<file path="src/rtl/tap_consts.vh">
// Purpose: constants for the test access port controller
// Assumes: 3-bit instruction codes, 32-bit identification register
// Notes:   definitions only
`ifndef TAP_CONSTS_VH
`define TAP_CONSTS_VH
`define IR_LEN          3
`define OP_EXTEST       3'h0
`define OP_IDCODE       3'h1
`define OP_SAMPLE       3'h2
`define OP_CLAMP        3'h3
`define OP_HIGHZ        3'h4
`define OP_BYPASS       3'h7
`define IR_CAPTURE_VAL  3'h1
`define ID_LEN          32
`define ID_VALUE        32'h0000_0001
`define BSR_LEN_DEF     8
`endif

</file>
<file path="src/rtl/tap_controller.v">
// Purpose: test access port with 16-state controller, 3-bit instruction register,
//          bypass, identification and boundary-scan registers
// Assumes: test clock is sampled by ref_clk and is much slower than it
// Notes:   tap edges are found from the synchronised test clock
// Operation
// - mode select sampled at test clock rise
// - reset gives Test-Logic-Reset with IDCODE
// - Run-Test-Idle holds all registers
// - Select-DR holds; low capture, high select-IR
// - Capture-DR loads selected register; then shift/exit1
// - Shift-DR shifts selected register toward output
// - Exit1-DR high update, low pause
// - Pause-DR holds; high goes Exit2-DR
// - Exit2-DR high update, low shift
// - Update-DR falling edge latches parallel outputs
// - Select-IR holds; low capture, high reset
// - Capture-IR loads fixed value; high exit1
// - Shift-IR shifts instruction; high goes Exit1-IR
// - Exit1-IR low pause, high update
// - Pause-IR holds while low; high exit2
// - Exit2-IR high goes Update-IR
// - instruction latched on falling edge in Update-IR
// - decode SAMPLE 010, EXTEST 000, BYPASS 111
// - decode CLAMP 011, HIGHZ 100, IDCODE 001
// - sample captures I/O, shift from input
// - bypass is one single-bit register
// - stopped test clock keeps state
`include "tap_consts.vh"
`timescale 1ns/100ps
`default_nettype none
module tap_controller #(
  parameter BSR_LEN = `BSR_LEN_DEF
) (
  input  wire               ref_clk,         // system clock 50 MHz
  input  wire               reset,           // async reset, active high
  input  wire               tap_test_clock,  // test clock pin
  input  wire               tap_mode_select, // mode select pin
  input  wire               tap_serial_in,   // serial data in pin
  input  wire               tap_reset_n,     // test reset pin, active low
  input  wire [BSR_LEN-1:0] pin_sample,      // digital i/o levels to capture
  output reg                tap_serial_out,  // serial data out
  output reg                tap_serial_oe_n, // serial out enable, low drives
  output reg  [BSR_LEN-1:0] bsr_out,         // boundary parallel output latch
  output reg                bsr_drive,       // extest/clamp: pins take bsr_out
  output reg                pins_highz,      // highz: outputs released
  output reg  [`IR_LEN-1:0] instr_out        // current instruction
);
  localparam [15:0] S_TLR = 16'h0001;
  localparam [15:0] S_RTI = 16'h0002;
  localparam [15:0] S_SDR = 16'h0004;
  localparam [15:0] S_CDR = 16'h0008;
  localparam [15:0] S_SHD = 16'h0010;
  localparam [15:0] S_E1D = 16'h0020;
  localparam [15:0] S_PSD = 16'h0040;
  localparam [15:0] S_E2D = 16'h0080;
  localparam [15:0] S_UDR = 16'h0100;
  localparam [15:0] S_SIR = 16'h0200;
  localparam [15:0] S_CIR = 16'h0400;
  localparam [15:0] S_SHI = 16'h0800;
  localparam [15:0] S_E1I = 16'h1000;
  localparam [15:0] S_PSI = 16'h2000;
  localparam [15:0] S_E2I = 16'h4000;
  localparam [15:0] S_UIR = 16'h8000;

  reg  [2:0]         tck_r;
  reg  [1:0]         tms_r;
  reg  [1:0]         tdi_r;
  reg  [1:0]         trst_r;
  reg  [BSR_LEN-1:0] pin_meta_r;
  reg  [BSR_LEN-1:0] pin_sync_r;
  reg  [15:0]        state_r;
  reg  [15:0]        state_nxt;
  reg  [`IR_LEN-1:0] ir_sh_r;
  reg                byp_r;
  reg  [`ID_LEN-1:0] id_r;
  reg  [BSR_LEN-1:0] bsr_r;
  reg                tdo_nxt;
  reg                oe_nxt;
  wire               rise;
  wire               fall;
  wire               tms;
  wire               tdi;
  wire               sel_bsr;
  wire               sel_id;
  wire               in_tlr;
  wire               in_cdr;
  wire               in_shd;
  wire               in_udr;
  wire               in_cir;
  wire               in_shi;
  wire               in_uir;
  wire               ir_drive;
  wire               ir_highz;

  // two-stage synchronisers; tck_r[2] only feeds edge detection
  always @(posedge ref_clk or posedge reset)
  begin
    if (reset)
    begin
      tck_r  <= 3'h0;
      tms_r  <= 2'h3;
      tdi_r  <= 2'h3;
      trst_r <= 2'h0;
    end
    else
    begin
      tck_r  <= {tck_r[1:0], tap_test_clock};
      tms_r  <= {tms_r[0], tap_mode_select};
      tdi_r  <= {tdi_r[0], tap_serial_in};
      trst_r <= {trst_r[0], tap_reset_n};
    end
  end

  // device pins are not on ref_clk
  always @(posedge ref_clk or posedge reset)
  begin
    if (reset)
    begin
      pin_meta_r <= {BSR_LEN{1'b0}};
      pin_sync_r <= {BSR_LEN{1'b0}};
    end
    else
    begin
      pin_meta_r <= pin_sample;
      pin_sync_r <= pin_meta_r;
    end
  end

  assign rise     = tck_r[1] & ~tck_r[2];
  assign fall     = ~tck_r[1] & tck_r[2];
  assign tms      = tms_r[1];
  assign tdi      = tdi_r[1];
  assign sel_bsr  = (instr_out == `OP_SAMPLE) || (instr_out == `OP_EXTEST);
  assign sel_id   = (instr_out == `OP_IDCODE);
  assign in_tlr   = (state_r == S_TLR);
  assign in_cdr   = (state_r == S_CDR);
  assign in_shd   = (state_r == S_SHD);
  assign in_udr   = (state_r == S_UDR);
  assign in_cir   = (state_r == S_CIR);
  assign in_shi   = (state_r == S_SHI);
  assign in_uir   = (state_r == S_UIR);
  assign ir_drive = (ir_sh_r == `OP_EXTEST) || (ir_sh_r == `OP_CLAMP);
  assign ir_highz = (ir_sh_r == `OP_HIGHZ);

  always @*
  begin
    case (state_r)
      S_TLR:
        state_nxt = tms ? S_TLR : S_RTI;
      S_RTI:
        state_nxt = tms ? S_SDR : S_RTI;
      S_SDR:
        state_nxt = tms ? S_SIR : S_CDR;
      S_CDR:
        state_nxt = tms ? S_E1D : S_SHD;
      S_SHD:
        state_nxt = tms ? S_E1D : S_SHD;
      S_E1D:
        state_nxt = tms ? S_UDR : S_PSD;
      S_PSD:
        state_nxt = tms ? S_E2D : S_PSD;
      S_E2D:
        state_nxt = tms ? S_UDR : S_SHD;
      S_UDR:
        state_nxt = tms ? S_SDR : S_RTI;
      S_SIR:
        state_nxt = tms ? S_TLR : S_CIR;
      S_CIR:
        state_nxt = tms ? S_E1I : S_SHI;
      S_SHI:
        state_nxt = tms ? S_E1I : S_SHI;
      S_E1I:
        state_nxt = tms ? S_UIR : S_PSI;
      S_PSI:
        state_nxt = tms ? S_E2I : S_PSI;
      S_E2I:
        state_nxt = tms ? S_UIR : S_SHI;
      S_UIR:
        state_nxt = tms ? S_SDR : S_RTI;
      default:
        state_nxt = S_TLR;
    endcase
  end

  // state advances on test clock rise only
  always @(posedge ref_clk or posedge reset)
  begin
    if (reset)
      state_r <= S_TLR;
    else if (!trst_r[1])
      state_r <= S_TLR;
    else if (rise)
      state_r <= state_nxt;
  end

  // instruction shift stage
  always @(posedge ref_clk or posedge reset)
  begin
    if (reset)
      ir_sh_r <= `OP_IDCODE;
    else if (rise && in_cir)
      ir_sh_r <= `IR_CAPTURE_VAL;
    else if (rise && in_shi)
      ir_sh_r <= {tdi, ir_sh_r[`IR_LEN-1:1]};
  end

  // one-bit bypass stage, cleared at capture
  always @(posedge ref_clk or posedge reset)
  begin
    if (reset)
      byp_r <= 1'b0;
    else if (rise && in_cdr)
      byp_r <= 1'b0;
    else if (rise && in_shd && !sel_id && !sel_bsr)
      byp_r <= tdi;
  end

  // identification register, reloaded at capture
  always @(posedge ref_clk or posedge reset)
  begin
    if (reset)
      id_r <= `ID_VALUE;
    else if (rise && in_cdr && sel_id)
      id_r <= `ID_VALUE;
    else if (rise && in_shd && sel_id)
      id_r <= {tdi, id_r[`ID_LEN-1:1]};
  end

  // boundary shift path
  always @(posedge ref_clk or posedge reset)
  begin
    if (reset)
      bsr_r <= {BSR_LEN{1'b0}};
    else if (rise && in_cdr && sel_bsr)
      bsr_r <= pin_sync_r;
    else if (rise && in_shd && sel_bsr)
      bsr_r <= {tdi, bsr_r[BSR_LEN-1:1]};
  end

  // serial out source for the coming fall
  always @*
  begin
    tdo_nxt = byp_r;
    if (in_shi)
      tdo_nxt = ir_sh_r[0];
    else if (sel_id)
      tdo_nxt = id_r[0];
    else if (sel_bsr)
      tdo_nxt = bsr_r[0];
    oe_nxt = ~(in_shd | in_shi);
  end

  // instruction latch and pin controls, on test clock fall
  always @(posedge ref_clk or posedge reset)
  begin
    if (reset)
    begin
      instr_out  <= `OP_IDCODE;
      bsr_drive  <= 1'b0;
      pins_highz <= 1'b0;
    end
    else if (!trst_r[1] || in_tlr)
    begin
      instr_out  <= `OP_IDCODE;
      bsr_drive  <= 1'b0;
      pins_highz <= 1'b0;
    end
    else if (fall && in_uir)
    begin
      instr_out  <= ir_sh_r;
      bsr_drive  <= ir_drive;
      pins_highz <= ir_highz;
    end
  end

  // boundary latch copies the shift path at update
  always @(posedge ref_clk or posedge reset)
  begin
    if (reset)
      bsr_out <= {BSR_LEN{1'b0}};
    else if (fall && in_udr && sel_bsr && instr_out != `OP_CLAMP)
      bsr_out <= bsr_r;
  end

  // serial out and its enable, on test clock fall
  always @(posedge ref_clk or posedge reset)
  begin
    if (reset)
    begin
      tap_serial_out  <= 1'b0;
      tap_serial_oe_n <= 1'b1;
    end
    else if (!trst_r[1] || in_tlr)
      tap_serial_oe_n <= 1'b1;
    else if (fall)
    begin
      tap_serial_out  <= tdo_nxt;
      tap_serial_oe_n <= oe_nxt;
    end
  end
endmodule // tap_controller
`default_nettype wire

</file>
<file path="config.mk">
export PLATFORM = sky130hd
export DESIGN_NAME = tap_controller
export DESIGN_NICKNAME = d
export VERILOG_FILES = /design/src/rtl/tap_controller.v
export VERILOG_INCLUDE_DIRS = /design/src /design/src/rtl
export SDC_FILE = /design/constraint.sdc
export NUM_CORES = 1
export LEC_CHECK = 0
export ABC_AREA = 0
export BUFFER_PORTS_ARGS = -buffer_cell sky130_fd_sc_hd__clkbuf_2
export CAP_MARGIN = 40
export CORE_MARGIN = 3
export CORE_UTILIZATION = 35
export CTS_CLUSTER_SIZE = 14
export DETAILED_ROUTE_END_ITERATION = 12
export REMOVE_ABC_BUFFERS = 1
export SYNTH_ARGS = -nofsm -noshare
export SYNTH_HDL_FRONTEND = slang
export SYNTH_SLANG_ARGS = --single-unit
</file>
<file path="constraint.sdc">
create_clock -name ref_clk -period 4.8 [get_ports ref_clk]
set_input_delay 0.24 -clock ref_clk [delete_from_list [all_inputs] [get_ports ref_clk]]
set_output_delay 0.24 -clock ref_clk [all_outputs]
set_load 0.02 [all_outputs]
</file>
* After elaboration in Yosys (flattened, before gate mapping)
Index checks and enable logic that the tools add are counted.
** Word-level totals
- Output and inout port bits :: 15
- Register bits :: 100
- Input port bits :: 14
- Word-level logic and storage cells :: 112
** Operators by class
- Bitwise gates (word level) :: 7
- Eq/ne operators :: 22
- Multiplexer cells :: 34
- Reduce and logical (&&, ||, !) cells :: 32
** Operators by type and width (number)
- 16-bit one-hot mux with 12 select lines :: 1
- 16-bit 2-to-1 mux :: 4
- 32-bit 2-to-1 mux :: 2
- 8-bit 2-to-1 mux :: 3
- 9-bit 2-to-1 mux :: 2
- 16-bit by 1-bit == test with 1-bit output (second input constant) :: 1
- 16-bit by 10-bit == test with 1-bit output (second input constant) :: 1
- 16-bit by 11-bit == test with 1-bit output (second input constant) :: 1
- 16-bit by 12-bit == test with 1-bit output (second input constant) :: 1
- 16-bit by 13-bit == test with 1-bit output (second input constant) :: 1
- 16-bit by 14-bit == test with 1-bit output (second input constant) :: 1
- 16-bit by 15-bit == test with 1-bit output (second input constant) :: 1
- 16-bit == test (second input constant) :: 1
- 16-bit by 2-bit == test with 1-bit output (second input constant) :: 1
- 16-bit by 3-bit == test with 1-bit output (second input constant) :: 1
- 16-bit by 4-bit == test with 1-bit output (second input constant) :: 1
- 16-bit by 5-bit == test with 1-bit output (second input constant) :: 1
- 16-bit by 6-bit == test with 1-bit output (second input constant) :: 1
- 16-bit by 7-bit == test with 1-bit output (second input constant) :: 1
- 16-bit by 8-bit == test with 1-bit output (second input constant) :: 1
- 16-bit by 9-bit == test with 1-bit output (second input constant) :: 1
- 15-bit 2-to-1 mux :: 1
- 3-bit 2-to-1 mux :: 5
- 1-bit logical AND :: 14
- 21 further kinds :: 47

* Depth between registers and ports, before layout
- Word-level depth :: 7
- Gate-level depth with buffers :: 9
- Mapped depth without buffers :: 6

* Least setup slack after synthesis
No wires, ideal clock.
- Path kind :: register -> register
- Start :: reg state_r[12]
- End :: reg id_r[29]
- Cell stages (with the launch flop) :: 10
- Required time :: 4.678 ns
- Slack :: 2.457 ns
- Period minus slack after synthesis :: 2.343 ns
- Library setup time :: 0.122 ns
- Path buffers :: 3
- Arrival :: 2.222 ns
- Cell sequence :: dfrtp_1 > buf_6 > nor4_4 > nand3_2 > or3_4 > or4_1 > buf_6 > buf_6 > nand2_1 > o21ai_1
** On the way
- Longest elaborated chain between the ends :: 4
- Elaborated cells between the ends (all ways) :: 8
- Classes of those cells :: 2 x eq/ne; 1 x mux; 5 x reduce/logical
** RTL lines
- start, declared :: RTL line tap_controller.v:71 : reg [15:0] state_r;
- start signal, assigned :: RTL line tap_controller.v:193 : state_r <= state_nxt;
- 16-bit by 4-bit == test with 1-bit output or 16-bit by 5-bit == test with 1-bit output (tied branches) :: RTL line tap_controller.v:136, tap_controller.v:137
- 1-bit logical AND, on equally long branches (2 in a row) :: RTL line tap_controller.v:223, tap_controller.v:225
- 32-bit 2-to-1 mux or 2-bit nonzero test (tied branches)
- end signal, assigned :: RTL line tap_controller.v:222 : id_r <= `ID_VALUE;
- end signal, assigned :: RTL line tap_controller.v:224 : id_r <= `ID_VALUE;
- end signal, assigned :: RTL line tap_controller.v:226 : id_r <= {tdi, id_r[`ID_LEN-1:1]};
- end, declared :: RTL line tap_controller.v:75 : reg [`ID_LEN-1:0] id_r;
Several ways; a longest one is shown, not always the timed one.
A chain may end at the register's enable or synchronous reset.

* Worst setup path in the final report
- Start :: reg state_r[12]
- End :: reg id_r[9]
Same word-level chain as after synthesis.

==> impl_metrics.yaml <==
setup_path:
  setup.worst_path.class: "reg2reg"
  critical_path_required_ns: 5.00
  start_kind: "register"
  r2r_slack_ns: 1.86
  worstSetupStartpoint: "state_r[12]$_DFFE_PP0P_"
  worstPathArrival_ns: 3.14
  r2r_start: "state_r[12]$_DFFE_PP0P_"
  crit_end: "id_r[9]$_DFFE_PP0P_"
  cp_max_fo: 64
  crit_path_end_kind: "register"
  r2r_cells: 7
  reg2reg_to: "id_r[9]$_DFFE_PP0P_"
yosys:
  yosysSeqAreaShare_pct: 57.7
  yosys.area_share.simple_pct: 19.4
  synth_xor_xnor_area_share_pct: 1.81
  synth_top_area_share_pct: 52.3
  synth-edff-count: 0
  synth_adder_area_share_pct: 0
  synth_area_leaders: "dfrtp_1 (52%), nand2_1 (8.0%), o21ai_2 (5.6%), dfstp_2 (5.4%), o21ai_0 (2.8%)"
  syn_area_um2: 4350
  synth_cell_types: 49
  synthFlopType: "dfrtp_1"
  syn_avg_cell_area_um2: 10.6
  synth-async-reset-ratio_pct: 100
  synth_top_family_by_area: "simple AND/OR/NAND/NOR gates"
  synth_compound_area_share_pct: 14.0
  ys_warn_count: 0
  yosysTopAreaCell: "dfrtp_1"
  synth_cells: 411
  ys_ff_latch: 100
  synth.mux.area_fraction_pct: 2.99
pwr:
  p_int_mw: 1.33
  p_comb_share_pct: 3.0
  power.leakage_nw: 2.16
  switching_share_pct: 20.6
  p_sw_mw: 0.344
  ir_drop_v: 0.000267
  p_clk_share_pct: 45.4
  p_per_area_nw_per_um2: 334
  sequentialPowerShare_pct: 51.6
  power.total_mw: 1.67
clock_tree:
  htreeDepth: 3
  cts_max_path_buffers: 2
  clockRootBuffer: "clkbuf_16"
  cts_inserted_buffers: 9
  clock-sinks: 100
  clk_pin_slew_ns: 0.07
  cts_tree: "built"
  clk_latency_ns: 0.34
  postCtsSetupBuffers: 0
layout:
  syn2layout_area_growth_pct: 15.1
  nNetsFinal: 455
  fin_cells: 614
  fin_area_um2: 5010
  diodes: 0
  multi_input_area_um2: 1670
  drive_above_1_share_pct: 23.1
  fillers: 1158
  seq_area_um2: 2510
  post-route-util_pct: 41.5
timing:
  worstMarginPinSlew_ns: 0.756
  maxSlewViolCount: 0
  max_slew_margin_pct: 49.6
  fin_ws_ns: 1.86
  finalHoldViolCount: 0
  period_share_pct: 61.3
  whs_ns: 0.0141
  setup-violations-final: 0
  grt_setup_unrepaired: "false"
  setup_tns_ns: 0
  fin_crit_ns: 2.94
  fmax_ghz: 0.340
  finClkSkew_ns: 0.00648
floorplan:
  die_w_um: 118
  coreArea_um2: 12100
  io_pins: 29
  fp.dieH_um: 118
  rows: 40
  dieArea_um2: 13800
  start_util_pct: 36.1
global_route:
  grt_pass1_wl_mm: 14.4
  grt_usage_pct: 12.8
  grtUsageMet3_pct: 3.60
  gr-total-overflow: 0
  grt_util_met2_pct: 19.4
  grtUsageMet1_pct: 17.6
  busiest_layer: "met2"
  grt_antenna_before_repair: 0
  grt_pass1_vias: 2959
  grt_max_degree: 65
routing:
  vias: 3064
  detail_route.first_pass.iterations: 4
  avgRoutedWirePerCell_um: 13.4
  ant_nets: 0
  totalWireLength_mm: 8.22
  viasPerCell: 4.99
  drcViolationCount: 0
  initialDrtViolationCount: 276
place:
  dp_hpwl_mm: 5.48
  place_congestion: 0.829
  place_area_um2: 4580
  placedCellCount: 586
  port_buffers: 28
  pre_cts_slack_ns: 1.88
worst_hold_path:
  hold_start: "pin_sample[0]"
  hold_class: "in2reg"
outcome:
  outcome: "complete, no violations"
run:
  drv_cap: 0
[state kept, by name, indices dropped and copies added (netlist names), 2 cells and up]
| signal | cells |
|---|---|
| bsr_r | 8 |
| tck_r | 3 |
| pin_meta_r | 8 |
| instr_out | 3 |
| tdi_r | 2 |
| tms_r | 2 |
| ir_sh_r | 3 |
| state_r | 16 |
| id_r | 32 |
| trst_r | 2 |
| bsr_out | 8 |
| pin_sync_r | 8 |
[how the worst min path moves through the flow]
| stage | to | slack [ns] | cells past startpoint |
|---|---|---|---|
| CTS | pin_meta_r[0]$_DFF_PP0_ | 0.0005 | 1 |
| floorplan | tdi_r[0]$_DFF_PP1_ | 0.24 | 0 |
| finish | pin_meta_r[0]$_DFF_PP0_ | 0.01 | 1 |
| detailed placement | tck_r[0]$_DFF_PP0_ | 0.31 | 2 |
| global placement | id_r[19]$_DFFE_PP0P_ | 0.30 | 2 |
| global route | pin_meta_r[0]$_DFF_PP0_ | 0.0004 | 1 |
[logic make-up (layout without fill, tap and decap cells)]
kind of cell | count (synthesis) | count (layout)
buffers and inverters | 30 | 65
AND/OR/NAND/NOR | 170 | 170
XOR/XNOR | 9 | 9
AO/OA/AOI/OAI | 90 | 90
multiplexers | 12 | 12
flip-flops | 100 | 100
[layout make-up]
| type | instances | share of cell area [%] |
|---|---|---|
| clock buffer | 10 | 4.57 |
| multi-input combinational | 281 | 33.3 |
| clock inverter | 6 | 1.77 |
| inverter | 6 | 0.499 |
| sequential | 100 | 50.2 |
| timing repair buffer | 43 | 5.54 |
| tap | 168 | 4.19 |
[layer usage]
layer	vias up	share of wire [%]
met4	0	1.6
li1	1497	-
met1	1503	48
met5	-	0
met3	10	3.6
met2	54	47
[what timing repair did]
item                                   CTS  global route
hold buffers                            10             1
gates resized for setup                  0             0
endpoints found under the hold margin   44             1
[synthesized netlist by cell type, types with 2 or more instances]
master and n:
inv_1 6, dfrtp_1 91, o21ai_2 28, o21ai_1 5, o22ai_1 8, mux2_2 8
buf_2 2, a21oi_1 9, xnor2_1 4, nor4_1 5, nand3b_1 3, nor2_1 18
a31oi_1 3, nand2_1 93, or4_1 3, nand3_1 5, o31ai_1 5, xor2_1 5
mux2i_1 4, o22a_1 2, or3_1 2, buf_6 8, nor3_1 12, nand4_1 4
nand4b_1 2, nand2b_1 4, o21ai_0 24, nor4_2 2, clkbuf_1 13, a21o_1 2
dfstp_2 9, nor2b_1 4, nor4_4 2
[cells in the final DEF, fill, tap and decap left out, types with 8 or more instances in the layout]
master,synthesis,layout
nand2_1,93,93
dfrtp_1,91,91
o21ai_2,28,28
clkbuf_2,0,28
o21ai_0,24,24
nor2_1,18,18
nor3_1,12,12
dlygate4sd3_1,0,11
a21oi_1,9,9
clkbuf_16,0,9
dfstp_2,9,9
mux2_2,8,8
o22ai_1,8,8
[power by group through the flow]
stage,logic [mW],clock network [mW],registers [mW]
floorplan,0.0280,0,0.877
global placement,0.0453,0,0.880
detailed placement,0.0454,0,0.880
CTS,0.0518,0.782,0.864
global route,0.0587,0.822,0.864
finish,0.0509,0.759,0.864
[worst max-delay path, cell delays in order, from the launching register on]
cell and delay [ns]:
dfrtp_1 0.50, nor4_4 0.41, nand3_2 0.19, or3_4 0.42, or4_2 0.61, buf_4 0.36, nand2_1 0.20, o21ai_2 0.07
Power figures use the tool's default switching activity.
